### config.mk
export PLATFORM = sky130hd
export DESIGN_NAME = astr_serial_txrx
export DESIGN_NICKNAME = d
export VERILOG_FILES = /design/src/astr_pkg.sv /design/src/astr_serial_txrx.sv /design/src/astr_tick_gen.sv
export SDC_FILE = /design/constraint.sdc
export NUM_CORES = 1
export LEC_CHECK = 0
export BUFFER_PORTS_ARGS = -buffer_cell sky130_fd_sc_hd__buf_2
export CORE_MARGIN = 2
export CORE_UTILIZATION = 45
export CTS_CLUSTER_SIZE = 12
export DETAILED_ROUTE_END_ITERATION = 10
export PLACE_DENSITY = 0.72
export SYNTH_ARGS = -nofsm -noshare
export SYNTH_HDL_FRONTEND = slang
export SYNTH_SLANG_ARGS = --single-unit
### constraint.sdc
create_clock -name i_clk_sys -period 2.65 [get_ports i_clk_sys]
set_input_delay 0 -clock i_clk_sys [delete_from_list [all_inputs] [get_ports i_clk_sys]]
set_output_delay 0 -clock i_clk_sys [all_outputs]
set_load 0.02 [all_outputs]
### src/astr_pkg.sv
package astr_pkg;

    localparam int ASTR_DATA_W = 8;
    localparam int ASTR_DIV_W = 8;

    // oversampling phases within one bit
    localparam int ASTR_OVERSAMPLE = 16;
    localparam logic [3:0] ASTR_PHASE_LAST = 4'hF;
    localparam logic [3:0] ASTR_PHASE_SAMPLE = 4'h7;
    localparam logic [3:0] ASTR_PHASE_SCK_RISE = 4'h8;

    // index of the last data bit for each character length
    localparam logic [2:0] ASTR_LAST_BIT_7 = 3'h6;
    localparam logic [2:0] ASTR_LAST_BIT_8 = 3'h7;

    // clock source select {hi, lo}
    localparam logic [1:0] ASTR_CLK_INT = 2'h0;
    localparam logic [1:0] ASTR_CLK_INT_OUT = 2'h1;

    // reset values of the transmit status flags, pin levels, divider count and data registers
    localparam logic ASTR_RST_TX_EMPTY = 1'h1;
    localparam logic ASTR_RST_TX_DONE = 1'h1;
    localparam logic ASTR_RST_LINE = 1'h1;
    localparam logic ASTR_RST_OE_N = 1'h1;
    localparam logic [ASTR_DIV_W-1:0] ASTR_RST_DIV_CNT = 8'h00;
    localparam logic [ASTR_DATA_W-1:0] ASTR_RST_DATA = 8'h00;

    typedef enum logic [2:0] {
        ASTR_TX_IDLE,
        ASTR_TX_START,
        ASTR_TX_DATA,
        ASTR_TX_PAR,
        ASTR_TX_STOP
    } astr_tx_st_t;

    typedef enum logic [2:0] {
        ASTR_RX_IDLE,
        ASTR_RX_START,
        ASTR_RX_DATA,
        ASTR_RX_PAR,
        ASTR_RX_STOP
    } astr_rx_st_t;

    typedef struct packed {
        logic clock_source_select_hi;
        logic clock_source_select_lo;
        logic seven_bit;
        logic parity_en;
        logic parity_odd;
        logic mp_en;
        logic two_stop;
        logic tx_enable;
        logic rx_enable;
        logic tx_empty_irq_en;
        logic rx_irq_en;
        logic tx_done_irq_en;
        logic mp_bit_tx;
    } astr_cfg_t;

    typedef struct packed {
        logic tx_empty_flag;
        logic tx_done_flag;
        logic rx_full_flag;
        logic overrun_flag;
        logic framing_error_flag;
        logic parity_error_flag;
    } astr_status_t;

    typedef struct packed {
        logic tx_empty_irq;
        logic tx_done_irq;
        logic rx_full_irq;
        logic rx_error_irq;
    } astr_irq_t;

    typedef struct packed {
        astr_tx_st_t tx_st;
        logic [3:0] tx_phase;
        logic [2:0] tx_bit;
        logic tx_stop2;
        logic [ASTR_DATA_W-1:0] tx_shifter;
        logic tx_par_bit;
        logic [ASTR_DATA_W-1:0] tx_holding_reg;
        logic txd;
        logic txd_oe_n;
        logic sck;
        logic sck_oe_n;
        astr_rx_st_t rx_st;
        logic [3:0] rx_phase;
        logic [2:0] rx_bit;
        logic [ASTR_DATA_W-1:0] rx_shifter;
        logic rx_par;
        logic rxd_prev;
        logic [ASTR_DATA_W-1:0] rx_holding_reg;
        astr_status_t status;
        astr_irq_t irq;
    } astr_core_t;

    typedef struct packed {
        logic [ASTR_DIV_W-1:0] cnt;
        logic sync1;
        logic sync2;
        logic sync3;
        logic tick;
    } astr_tick_t;

endpackage

### src/astr_serial_txrx.sv
// Contract
// RULE_01 - external clock runs at sixteen times bitrate
// RULE_02 - clock output at bitrate, rising mid-bit
// RULE_03 - transmit disable sets empty, resets shifter
// RULE_04 - receive disable keeps flags and data
// RULE_05 - disable both before changing format
// RULE_06 - clock output starts at once when selected
// RULE_07 - configure clock, format, divisor in order
// RULE_08 - wait one bit before enabling
// RULE_09 - enable takes pin: marking, await start
// RULE_10 - empty cleared: load shifter, set empty
// RULE_11 - start, data LSB first, parity, stops
// RULE_12 - at stop: chain next frame or done
// RULE_13 - DMA write clears empty flag itself
// RULE_14 - resync on start, shift LSB first
// RULE_15 - sample on eighth oversample tick
// RULE_16 - check parity against even/odd setting
// RULE_17 - first stop bit must be high
// RULE_18 - good frame loads data, sets full
// RULE_19 - full at frame end: overrun, discard
// RULE_20 - framing/parity error still load data
// RULE_21 - error flags block reception until cleared
// RULE_22 - full and error interrupt requests
// RULE_23 - software empties buffer before next stop
// RULE_24 - DMA read clears full flag itself
// RULE_25 - external clock must keep running
// RULE_26 - internal tick from system clock divisor
module astr_serial_txrx #(
    parameter int DIV_W = astr_pkg::ASTR_DIV_W
) (
    input wire logic i_clk_sys,
    input wire logic i_rst_n,
    input wire astr_pkg::astr_cfg_t i_cfg,
    input wire logic [DIV_W-1:0] i_baud_div,
    input wire logic i_tx_wr,
    input wire logic i_tx_dma_wr,
    input wire logic [astr_pkg::ASTR_DATA_W-1:0] i_tx_data,
    input wire logic i_tx_empty_clr,
    input wire logic i_rx_full_clr,
    input wire logic i_rx_dma_rd,
    input wire logic i_overrun_clr,
    input wire logic i_framing_clr,
    input wire logic i_parity_clr,
    input wire logic i_rxd,
    input wire logic i_sck,
    output logic o_txd,
    output logic o_txd_oe_n,
    output logic o_sck,
    output logic o_sck_oe_n,
    output logic [astr_pkg::ASTR_DATA_W-1:0] o_rx_data,
    output astr_pkg::astr_status_t o_status,
    output astr_pkg::astr_irq_t o_irq
);

    localparam astr_pkg::astr_core_t CORE_RST = '{
        tx_st: astr_pkg::ASTR_TX_IDLE, tx_phase: 4'h0, tx_bit: 3'h0, tx_stop2: 1'b0,
        tx_shifter: astr_pkg::ASTR_RST_DATA, tx_par_bit: 1'b0, tx_holding_reg: astr_pkg::ASTR_RST_DATA,
        txd: astr_pkg::ASTR_RST_LINE, txd_oe_n: astr_pkg::ASTR_RST_OE_N,
        sck: astr_pkg::ASTR_RST_LINE, sck_oe_n: astr_pkg::ASTR_RST_OE_N,
        rx_st: astr_pkg::ASTR_RX_IDLE, rx_phase: 4'h0, rx_bit: 3'h0,
        rx_shifter: astr_pkg::ASTR_RST_DATA, rx_par: 1'b0, rxd_prev: astr_pkg::ASTR_RST_LINE,
        rx_holding_reg: astr_pkg::ASTR_RST_DATA,
        status: '{tx_empty_flag: astr_pkg::ASTR_RST_TX_EMPTY, tx_done_flag: astr_pkg::ASTR_RST_TX_DONE,
                  rx_full_flag: 1'b0, overrun_flag: 1'b0, framing_error_flag: 1'b0, parity_error_flag: 1'b0},
        irq: '{tx_empty_irq: 1'b0, tx_done_irq: 1'b0, rx_full_irq: 1'b0, rx_error_irq: 1'b0}
    };

    astr_pkg::astr_core_t st_ff;
    astr_pkg::astr_core_t nxt;
    logic tick;
    logic clk_ext;
    logic clk_out;
    logic tx_bit_end;
    logic [2:0] last_bit;
    logic [astr_pkg::ASTR_DATA_W-1:0] tx_masked;
    logic rx_err_any;
    logic rx_fin;
    logic stop_ok;
    logic par_ok;

    assign clk_ext = i_cfg.clock_source_select_hi;
    assign clk_out = ({i_cfg.clock_source_select_hi, i_cfg.clock_source_select_lo} == astr_pkg::ASTR_CLK_INT_OUT);
    assign tx_bit_end = tick && (st_ff.tx_phase == astr_pkg::ASTR_PHASE_LAST);
    assign last_bit = i_cfg.seven_bit ? astr_pkg::ASTR_LAST_BIT_7 : astr_pkg::ASTR_LAST_BIT_8;
    assign tx_masked = i_cfg.seven_bit ? {1'b0, st_ff.tx_holding_reg[6:0]} : st_ff.tx_holding_reg;
    assign rx_err_any = st_ff.status.overrun_flag | st_ff.status.framing_error_flag
                        | st_ff.status.parity_error_flag;
    assign stop_ok = i_rxd;
    assign par_ok = !i_cfg.parity_en || i_cfg.mp_en || (((^st_ff.rx_shifter) ^ st_ff.rx_par) == i_cfg.parity_odd);

    astr_tick_gen #(
        .DIV_W(DIV_W)
    ) u_tick (
        .i_clk_sys(i_clk_sys),
        .i_rst_n(i_rst_n),
        .i_div(i_baud_div),
        .i_ext_sel(clk_ext),
        .i_sck(i_sck),
        .o_tick(tick)
    );

    always_comb begin
        nxt = st_ff;
        rx_fin = 1'b0;
        // ---------------- transmitter ----------------
        if (i_tx_wr || i_tx_dma_wr) begin
            nxt.tx_holding_reg = i_tx_data;
        end
        if (i_tx_empty_clr || i_tx_dma_wr) begin
            nxt.status.tx_empty_flag = 1'b0; // RULE_13
            nxt.status.tx_done_flag = 1'b0;
        end
        if (tick) begin
            nxt.tx_phase = st_ff.tx_phase + 4'h1;
        end
        if (!i_cfg.tx_enable) begin
            nxt.tx_st = astr_pkg::ASTR_TX_IDLE; // RULE_03
            nxt.tx_shifter = '0;
            nxt.tx_stop2 = 1'b0;
            nxt.tx_bit = 3'h0;
            nxt.status.tx_empty_flag = 1'b1;
        end else if (tx_bit_end) begin
            case (st_ff.tx_st)
                astr_pkg::ASTR_TX_IDLE: begin
                    if (!st_ff.status.tx_empty_flag) begin
                        nxt.tx_st = astr_pkg::ASTR_TX_START; // RULE_10
                    end
                end
                astr_pkg::ASTR_TX_START: begin
                    nxt.tx_st = astr_pkg::ASTR_TX_DATA; // RULE_11
                    nxt.tx_bit = 3'h0;
                end
                astr_pkg::ASTR_TX_DATA: begin
                    nxt.tx_shifter = {1'b0, st_ff.tx_shifter[astr_pkg::ASTR_DATA_W-1:1]}; // RULE_11
                    if (st_ff.tx_bit == last_bit) begin
                        nxt.tx_st = (i_cfg.parity_en || i_cfg.mp_en) ? astr_pkg::ASTR_TX_PAR : astr_pkg::ASTR_TX_STOP;
                        nxt.tx_stop2 = 1'b0;
                    end else begin
                        nxt.tx_bit = st_ff.tx_bit + 3'h1;
                    end
                end
                astr_pkg::ASTR_TX_PAR: begin
                    nxt.tx_st = astr_pkg::ASTR_TX_STOP;
                    nxt.tx_stop2 = 1'b0;
                end
                astr_pkg::ASTR_TX_STOP: begin
                    if (i_cfg.two_stop && !st_ff.tx_stop2) begin
                        nxt.tx_stop2 = 1'b1;
                    end else if (!st_ff.status.tx_empty_flag) begin
                        nxt.tx_st = astr_pkg::ASTR_TX_START; // RULE_12
                    end else begin
                        nxt.tx_st = astr_pkg::ASTR_TX_IDLE; // RULE_12
                        nxt.status.tx_done_flag = 1'b1;
                    end
                end
                default: begin
                    nxt.tx_st = astr_pkg::ASTR_TX_IDLE;
                end
            endcase
            if (nxt.tx_st == astr_pkg::ASTR_TX_START) begin
                // shifter load; hardware set wins over a same-cycle clear
                nxt.tx_shifter = tx_masked; // RULE_10
                nxt.tx_par_bit = i_cfg.mp_en ? i_cfg.mp_bit_tx : ((^tx_masked) ^ i_cfg.parity_odd);
                nxt.status.tx_empty_flag = 1'b1;
                nxt.status.tx_done_flag = 1'b0;
            end
        end
        case (nxt.tx_st)
            astr_pkg::ASTR_TX_START: nxt.txd = 1'b0;
            astr_pkg::ASTR_TX_DATA: nxt.txd = nxt.tx_shifter[0];
            astr_pkg::ASTR_TX_PAR: nxt.txd = nxt.tx_par_bit;
            default: nxt.txd = 1'b1; // RULE_09
        endcase
        nxt.txd_oe_n = !i_cfg.tx_enable; // RULE_09
        nxt.sck = clk_out ? (nxt.tx_phase >= astr_pkg::ASTR_PHASE_SCK_RISE) : 1'b1; // RULE_02
        nxt.sck_oe_n = !clk_out; // RULE_06
        // ---------------- receiver ----------------
        nxt.rxd_prev = i_rxd;
        if (i_rx_full_clr || i_rx_dma_rd) begin
            nxt.status.rx_full_flag = 1'b0; // RULE_24
        end
        if (i_overrun_clr) begin
            nxt.status.overrun_flag = 1'b0;
        end
        if (i_framing_clr) begin
            nxt.status.framing_error_flag = 1'b0;
        end
        if (i_parity_clr) begin
            nxt.status.parity_error_flag = 1'b0;
        end
        if (!i_cfg.rx_enable) begin
            nxt.rx_st = astr_pkg::ASTR_RX_IDLE; // RULE_04
        end else if (st_ff.rx_st == astr_pkg::ASTR_RX_IDLE) begin
            if (st_ff.rxd_prev && !i_rxd && !rx_err_any) begin
                nxt.rx_st = astr_pkg::ASTR_RX_START; // RULE_14 RULE_21
                nxt.rx_phase = 4'h0;
                nxt.rx_shifter = '0;
                nxt.rx_par = 1'b0;
            end
        end else if (tick) begin
            nxt.rx_phase = st_ff.rx_phase + 4'h1;
            if (st_ff.rx_phase == astr_pkg::ASTR_PHASE_SAMPLE) begin
                case (st_ff.rx_st)
                    astr_pkg::ASTR_RX_START: begin
                        // a high start sample is a glitch, not a frame
                        nxt.rx_st = i_rxd ? astr_pkg::ASTR_RX_IDLE : astr_pkg::ASTR_RX_DATA; // RULE_15
                        nxt.rx_bit = 3'h0;
                    end
                    astr_pkg::ASTR_RX_DATA: begin
                        nxt.rx_shifter[st_ff.rx_bit] = i_rxd; // RULE_14
                        if (st_ff.rx_bit == last_bit) begin
                            nxt.rx_st = (i_cfg.parity_en || i_cfg.mp_en) ? astr_pkg::ASTR_RX_PAR
                                                                          : astr_pkg::ASTR_RX_STOP;
                        end else begin
                            nxt.rx_bit = st_ff.rx_bit + 3'h1;
                        end
                    end
                    astr_pkg::ASTR_RX_PAR: begin
                        nxt.rx_par = i_rxd;
                        nxt.rx_st = astr_pkg::ASTR_RX_STOP;
                    end
                    default: begin
                        // only the first stop bit is looked at
                        nxt.rx_st = astr_pkg::ASTR_RX_IDLE; // RULE_17
                        rx_fin = 1'b1;
                    end
                endcase
            end
        end
        if (rx_fin) begin
            if (st_ff.status.rx_full_flag) begin
                nxt.status.overrun_flag = 1'b1; // RULE_19
            end else begin
                nxt.rx_holding_reg = st_ff.rx_shifter; // RULE_20
                if (!stop_ok) begin
                    nxt.status.framing_error_flag = 1'b1; // RULE_20
                end
                if (!par_ok) begin
                    nxt.status.parity_error_flag = 1'b1; // RULE_16
                end
                if (stop_ok && par_ok && !rx_err_any) begin
                    nxt.status.rx_full_flag = 1'b1; // RULE_18
                end
            end
        end
        // ---------------- interrupt requests ----------------
        nxt.irq.tx_empty_irq = nxt.status.tx_empty_flag & i_cfg.tx_empty_irq_en & i_cfg.tx_enable; // RULE_10
        nxt.irq.tx_done_irq = nxt.status.tx_done_flag & i_cfg.tx_done_irq_en; // RULE_12
        nxt.irq.rx_full_irq = nxt.status.rx_full_flag & i_cfg.rx_irq_en; // RULE_22
        nxt.irq.rx_error_irq = (nxt.status.overrun_flag | nxt.status.framing_error_flag
                                | nxt.status.parity_error_flag) & i_cfg.rx_irq_en; // RULE_22
    end

    always_ff @(posedge i_clk_sys or negedge i_rst_n) begin
        if (!i_rst_n) begin
            st_ff <= CORE_RST;
        end else begin
            st_ff <= nxt;
        end
    end

    assign o_txd = st_ff.txd;
    assign o_txd_oe_n = st_ff.txd_oe_n;
    assign o_sck = st_ff.sck;
    assign o_sck_oe_n = st_ff.sck_oe_n;
    assign o_rx_data = st_ff.rx_holding_reg;
    assign o_status = st_ff.status;
    assign o_irq = st_ff.irq;
endmodule

### src/astr_tick_gen.sv
module astr_tick_gen #(
    parameter int DIV_W = astr_pkg::ASTR_DIV_W
) (
    input wire logic i_clk_sys,
    input wire logic i_rst_n,
    input wire logic [DIV_W-1:0] i_div,
    input wire logic i_ext_sel,
    input wire logic i_sck,
    output logic o_tick
);

    astr_pkg::astr_tick_t st_ff;
    astr_pkg::astr_tick_t nxt;

    always_comb begin
        nxt = st_ff;
        nxt.sync1 = i_sck;
        nxt.sync2 = st_ff.sync1;
        nxt.sync3 = st_ff.sync2;
        nxt.tick = 1'b0;
        if (i_ext_sel) begin
            // one tick per rising edge of the external 16x clock
            nxt.cnt = '0;
            nxt.tick = st_ff.sync2 & ~st_ff.sync3; // RULE_01
        end else if (st_ff.cnt >= i_div) begin
            nxt.cnt = '0;
            nxt.tick = 1'b1; // RULE_26
        end else begin
            nxt.cnt = st_ff.cnt + 1'b1;
        end
    end

    always_ff @(posedge i_clk_sys or negedge i_rst_n) begin
        if (!i_rst_n) begin
            st_ff <= '{cnt: astr_pkg::ASTR_RST_DIV_CNT, sync1: 1'b0, sync2: 1'b0, sync3: 1'b0, tick: 1'b0};
        end else begin
            st_ff <= nxt;
        end
    end

    assign o_tick = st_ff.tick;

endmodule
==> flow_results.org <==
** Yosys
- Most area-consuming cells after synthesis :: sky130_fd_sc_hd__dfrtp_1 44%, sky130_fd_sc_hd__mux2_2 5.0%, sky130_fd_sc_hd__dfstp_2 4.3%
- Number of synthesis warnings :: 0
- In the synthesized netlist the async set-or-reset flop fraction comes to 100%.
- Summing every instance area after synthesis gives 4270 sq um.
- Synthesized net count :: 451
- Top cell type's share of synthesized area :: 44.0%
- Post-synth top flop :: sky130_fd_sc_hd__dfrtp_1
- Sequential cells were found to cover 48.3% of the synthesized design area.
- Netlist cell types :: 63
- Count of flip-flops with a built-in enable after synthesis :: 0
- Synthesis produced 397 cells.
- sky130_fd_sc_hd__dfrtp_1 takes more of the synthesized area than any other cell.
- After synthesis, the mean cell area works out to 10.8 sq um.
- Number of register bits inferred by synthesis :: 82

** Floorplanning
- The die is 101 microns wide.
- Area of the die :: 10,300 sq um
- Die outline height :: 101 microns
- Row generation in the floorplan step produced 35 rows.
- Count of pins on the block boundary :: 63
- The core region is 9240 sq um.
- For this configuration, the core starts out at a cell density of 46.2%.

** Cells and area
- Layout net count :: 522
- The number of antenna diodes in the final layout is 0.
- Relative to the synthesized area, the layout overhead comes to 17.2%.
- Fraction of final layout cells sized beyond drive strength 1 :: 24.5%

** GRT
- The via count of the first global-routing pass came to 3,009.
- Global routing consumed, over all layers together, 17.3% of the routing resources.
- Sum of overflow across all layers after global routing :: 0
- The number of antenna violations at the first check in global routing is 0.
- Global-route wire length before repair :: 14,200 microns
- Largest net degree at the start of global routing :: 83

** Placed design
- Routability-driven placement finished with a final weighted congestion of 0.894.
- Count of port buffers added during placement :: 62
- Summed over all nets, the half-perimeter wirelength after detailed placement is 5730 microns.

** Clock network
- Root Driver :: sky130_fd_sc_hd__clkbuf_8
- Clock latency on the worst-skew pair, taken at its later pin, is 350 ps.
- Clock tree from TritonCTS :: built
- The longest clock path from root to sink contains 2 buffers.
- Once the clock tree was built, the resizer swapped 0 gates to a different size.
- Clock tree synthesis inserted a total of 9 buffers.
- Once the clock tree was built, the setup fixing pass inserted 0 buffers.
- For this design, the sink count on the clock tree is 82.
- CTS clk-pin slew, worst paths :: 80 ps
- CTS HTree Levels :: 3

** Setup path
- In this run the worst path has a maximum fanout of 12.
- The critical path in this run is classified as reg -> reg.
- The number of buffers and inverters on the critical path is 0.
- Arrival @ worst endpoint :: 2620 ps
- Traced cell by cell, the critical path runs through nor3_2 > and4_4 > o21ai_4 > a2111oi_4 > and2_1 > a22o_1.
- The most critical setup path has its endpoint at st_ff[24].
- Top cell family by delay on the critical path :: simple AND/OR/NAND/NOR gates
- Beginning of the worst register-to-register path :: st_ff[35]
- CP Launch Type :: flop
- Setup crit end kind :: flop
- Number of cells on the worst reg-to-reg path :: 6
- The most critical setup path has its startpoint at st_ff[35].
- Largest stage delay on the critical path :: 520 ps
- Stages on worst setup path :: 6
- Worst Path Required :: 2940 ps
- In this run the register-to-register setup slack is 320 ps.
- CP max-delay cell :: sky130_fd_sc_hd__dfrtp_1
- In this run the critical register-to-register path is captured at st_ff[24].

** Power
- Dividing total power by cell area gives a power density of 531 nW/um^2.
- Leak pwr :: 2.37 nW
- Worst vdd rail ir drop :: 240 uV

** STA
- Setup violations remaining at the end of the flow were counted as 0.
- At the pin with the least slew margin, the transition time is 1020 ps.
- Dividing the final minimum period by the clock period gives 88.0%.
- Worst hold slack :: 21.1 ps
- Number of endpoints with negative hold slack in the final report :: 0
- Timing would allow up to 429 MHz.
- Final setup TNS :: 0 ps
- After layout, the minimum clock period comes to 2330 ps.
- Clock Skew :: 9.73 ps
- RSZ-0062 raised after global routing :: no
- Max Slew Vio Count :: 0
- Worst slew margin :: 32.2%

** Detailed routing
- Router iterations before antenna repair :: 4
- Vias :: 3,166
- Detail-routed via count per cell :: 5.26
- Post-route DRC :: 0
- Detailed Route Iter0 Violations :: 181
- Remaining number of nets flagged by the antenna check after routing :: 0
- In the final routed layout, each cell accounts on average for 13.7 microns.
- For this block, the routed nets add up to 8270 microns of wire.

** Hold path
- Path class of the lowest-slack min-delay path :: in -> reg

** Job
- Maximum capacitance violations :: 0

** Run status
- The run finished with clean final reports.
-- metal layers --
metal  routed length (microns)  track usage [%]  share of wire, %
met5                         0                0                 0
met4                        76             4.99              0.92
met3                       278             4.35               3.4
met2                      4240             29.1                51
met1                      3680             22.2                44
-- layout by cell type, fill, tap and decap left out, types with 3 or more instances in the layout --
master                          netlist  layout
sky130_fd_sc_hd__or2_2                3       3
sky130_fd_sc_hd__xor2_1              10      10
sky130_fd_sc_hd__and3_1               8       8
sky130_fd_sc_hd__mux2_2              19      19
sky130_fd_sc_hd__o21ai_0             21      21
sky130_fd_sc_hd__o21ai_1              8       8
sky130_fd_sc_hd__a21o_1               3       3
sky130_fd_sc_hd__xnor2_1             16      16
sky130_fd_sc_hd__dfstp_2              7       7
sky130_fd_sc_hd__nor2_1              21      21
sky130_fd_sc_hd__nor2b_1              3       3
sky130_fd_sc_hd__and2_1               5       5
sky130_fd_sc_hd__nor3b_1              6       6
sky130_fd_sc_hd__a22o_1              10      10
sky130_fd_sc_hd__clkbuf_8             0      11
sky130_fd_sc_hd__dlygate4sd3_1        0      27
sky130_fd_sc_hd__a21boi_0             3       3
sky130_fd_sc_hd__a21oi_1             12      12
sky130_fd_sc_hd__inv_1               18      18
sky130_fd_sc_hd__nor3_1               6       6
sky130_fd_sc_hd__nand2b_1             5       5
sky130_fd_sc_hd__dfrtp_1             75      75
sky130_fd_sc_hd__nand3_1             12      12
sky130_fd_sc_hd__a22oi_1              6       6
sky130_fd_sc_hd__nand2_1             26      26
sky130_fd_sc_hd__buf_2                4      61
sky130_fd_sc_hd__ha_1                13      13
-- registers in the layout (all words and copies together), names as in the netlist --
register / flops
o_irq: 4
o_rx_data: 8
o_sck: 1
o_sck_oe_n: 1
o_status: 6
o_txd: 1
o_txd_oe_n: 1
st_ff: 48
u_tick.nxt: 2
u_tick.o_tick: 1
u_tick.st_ff: 9
-- report_power, final --
part           switching [mW]  total (mW)  leakage (nW)  internal [mW]
sequential             0.0919        1.43          1.08           1.34
clock                   0.436       0.827        0.0924          0.390
combinational           0.190       0.399          1.20          0.209
total                   0.718        2.66          2.37           1.94
-- stage by stage --
stage / total power [mW] / worst slack [ps] / instances / utilization (%) / instance area (sq um)
final: 2.66 / 317 / 602 / 54.1 / 5000
after global routing: 2.81 / 163 / 602 / 54.1 / 5000
after CTS: 2.70 / 325 / 602 / 54.1 / 5000
after detailed placement: 1.82 / 364 / 559 / 49.2 / 4550
after global placement: 1.80 / 498 / 559 / 49.2 / 4550
after floorplan: 1.69 / 788 / 397 / - / 4270
-- worst min-delay path by stage --
stage,start,end,depth (start not counted)
2_1_floorplan,i_rst_n,o_irq[0],0
3_3_place_gp,i_sck,u_tick.nxt[2],1
3_5_place_dp,i_sck,u_tick.nxt[2],1
4_1_cts,i_cfg[10],st_ff[58],3
5_1_grt,i_cfg[10],st_ff[58],3
6_report,i_cfg[12],o_sck,3
-- synth_stat cells (7+ instances only) --
library cell	instances
sky130_fd_sc_hd__a21oi_1	12
sky130_fd_sc_hd__a22o_1	10
sky130_fd_sc_hd__and3_1	8
sky130_fd_sc_hd__buf_4	18
sky130_fd_sc_hd__dfrtp_1	75
sky130_fd_sc_hd__dfstp_2	7
sky130_fd_sc_hd__ha_1	13
sky130_fd_sc_hd__inv_1	18
sky130_fd_sc_hd__mux2_2	19
sky130_fd_sc_hd__nand2_1	26
sky130_fd_sc_hd__nand3_1	12
sky130_fd_sc_hd__nor2_1	21
sky130_fd_sc_hd__o21ai_0	21
sky130_fd_sc_hd__o21ai_1	8
sky130_fd_sc_hd__xnor2_1	16
sky130_fd_sc_hd__xor2_1	10
-- kinds of logic after synthesis --
logic type,count (synthesis),synth area share [%]
AND/OR/NAND/NOR,114,14.4
AO/OA/AOI/OAI,89,15.2
flip-flops,82,48.3
buffers and inverters,50,6.45
XOR/XNOR,28,6.39
multiplexers,21,5.48
adder cells (fa/ha/maj),13,3.81
-- what timing repair did --
action / in CTS / in global routing
endpoints found under the hold margin: 101 / 0
hold buffers: 27 / 0
endpoints found under the setup margin: 0 / 0
-- worst reg2reg max path, delay by kind of cell (launching register included) --
family	cells	cell delay, ps
and+or+nand+nor	3	940
DFF	1	520
AOI/OAI and AO/OA	3	820
-- cell type report --
| type | instances | area [sq um] |
|---|---|---|
| clock buffer | 12 | 155 |
| fill | 809 | 4240 |
| multi-input combinational | 265 | 1930 |
| timing repair buffer | 90 | 591 |
| sequential | 82 | 2060 |
| tap | 129 | 161 |
| clock inverter | 4 | 26.3 |
| inverter | 20 | 75.1 |
No activity file was read; power rests on OpenSTA's default activity.
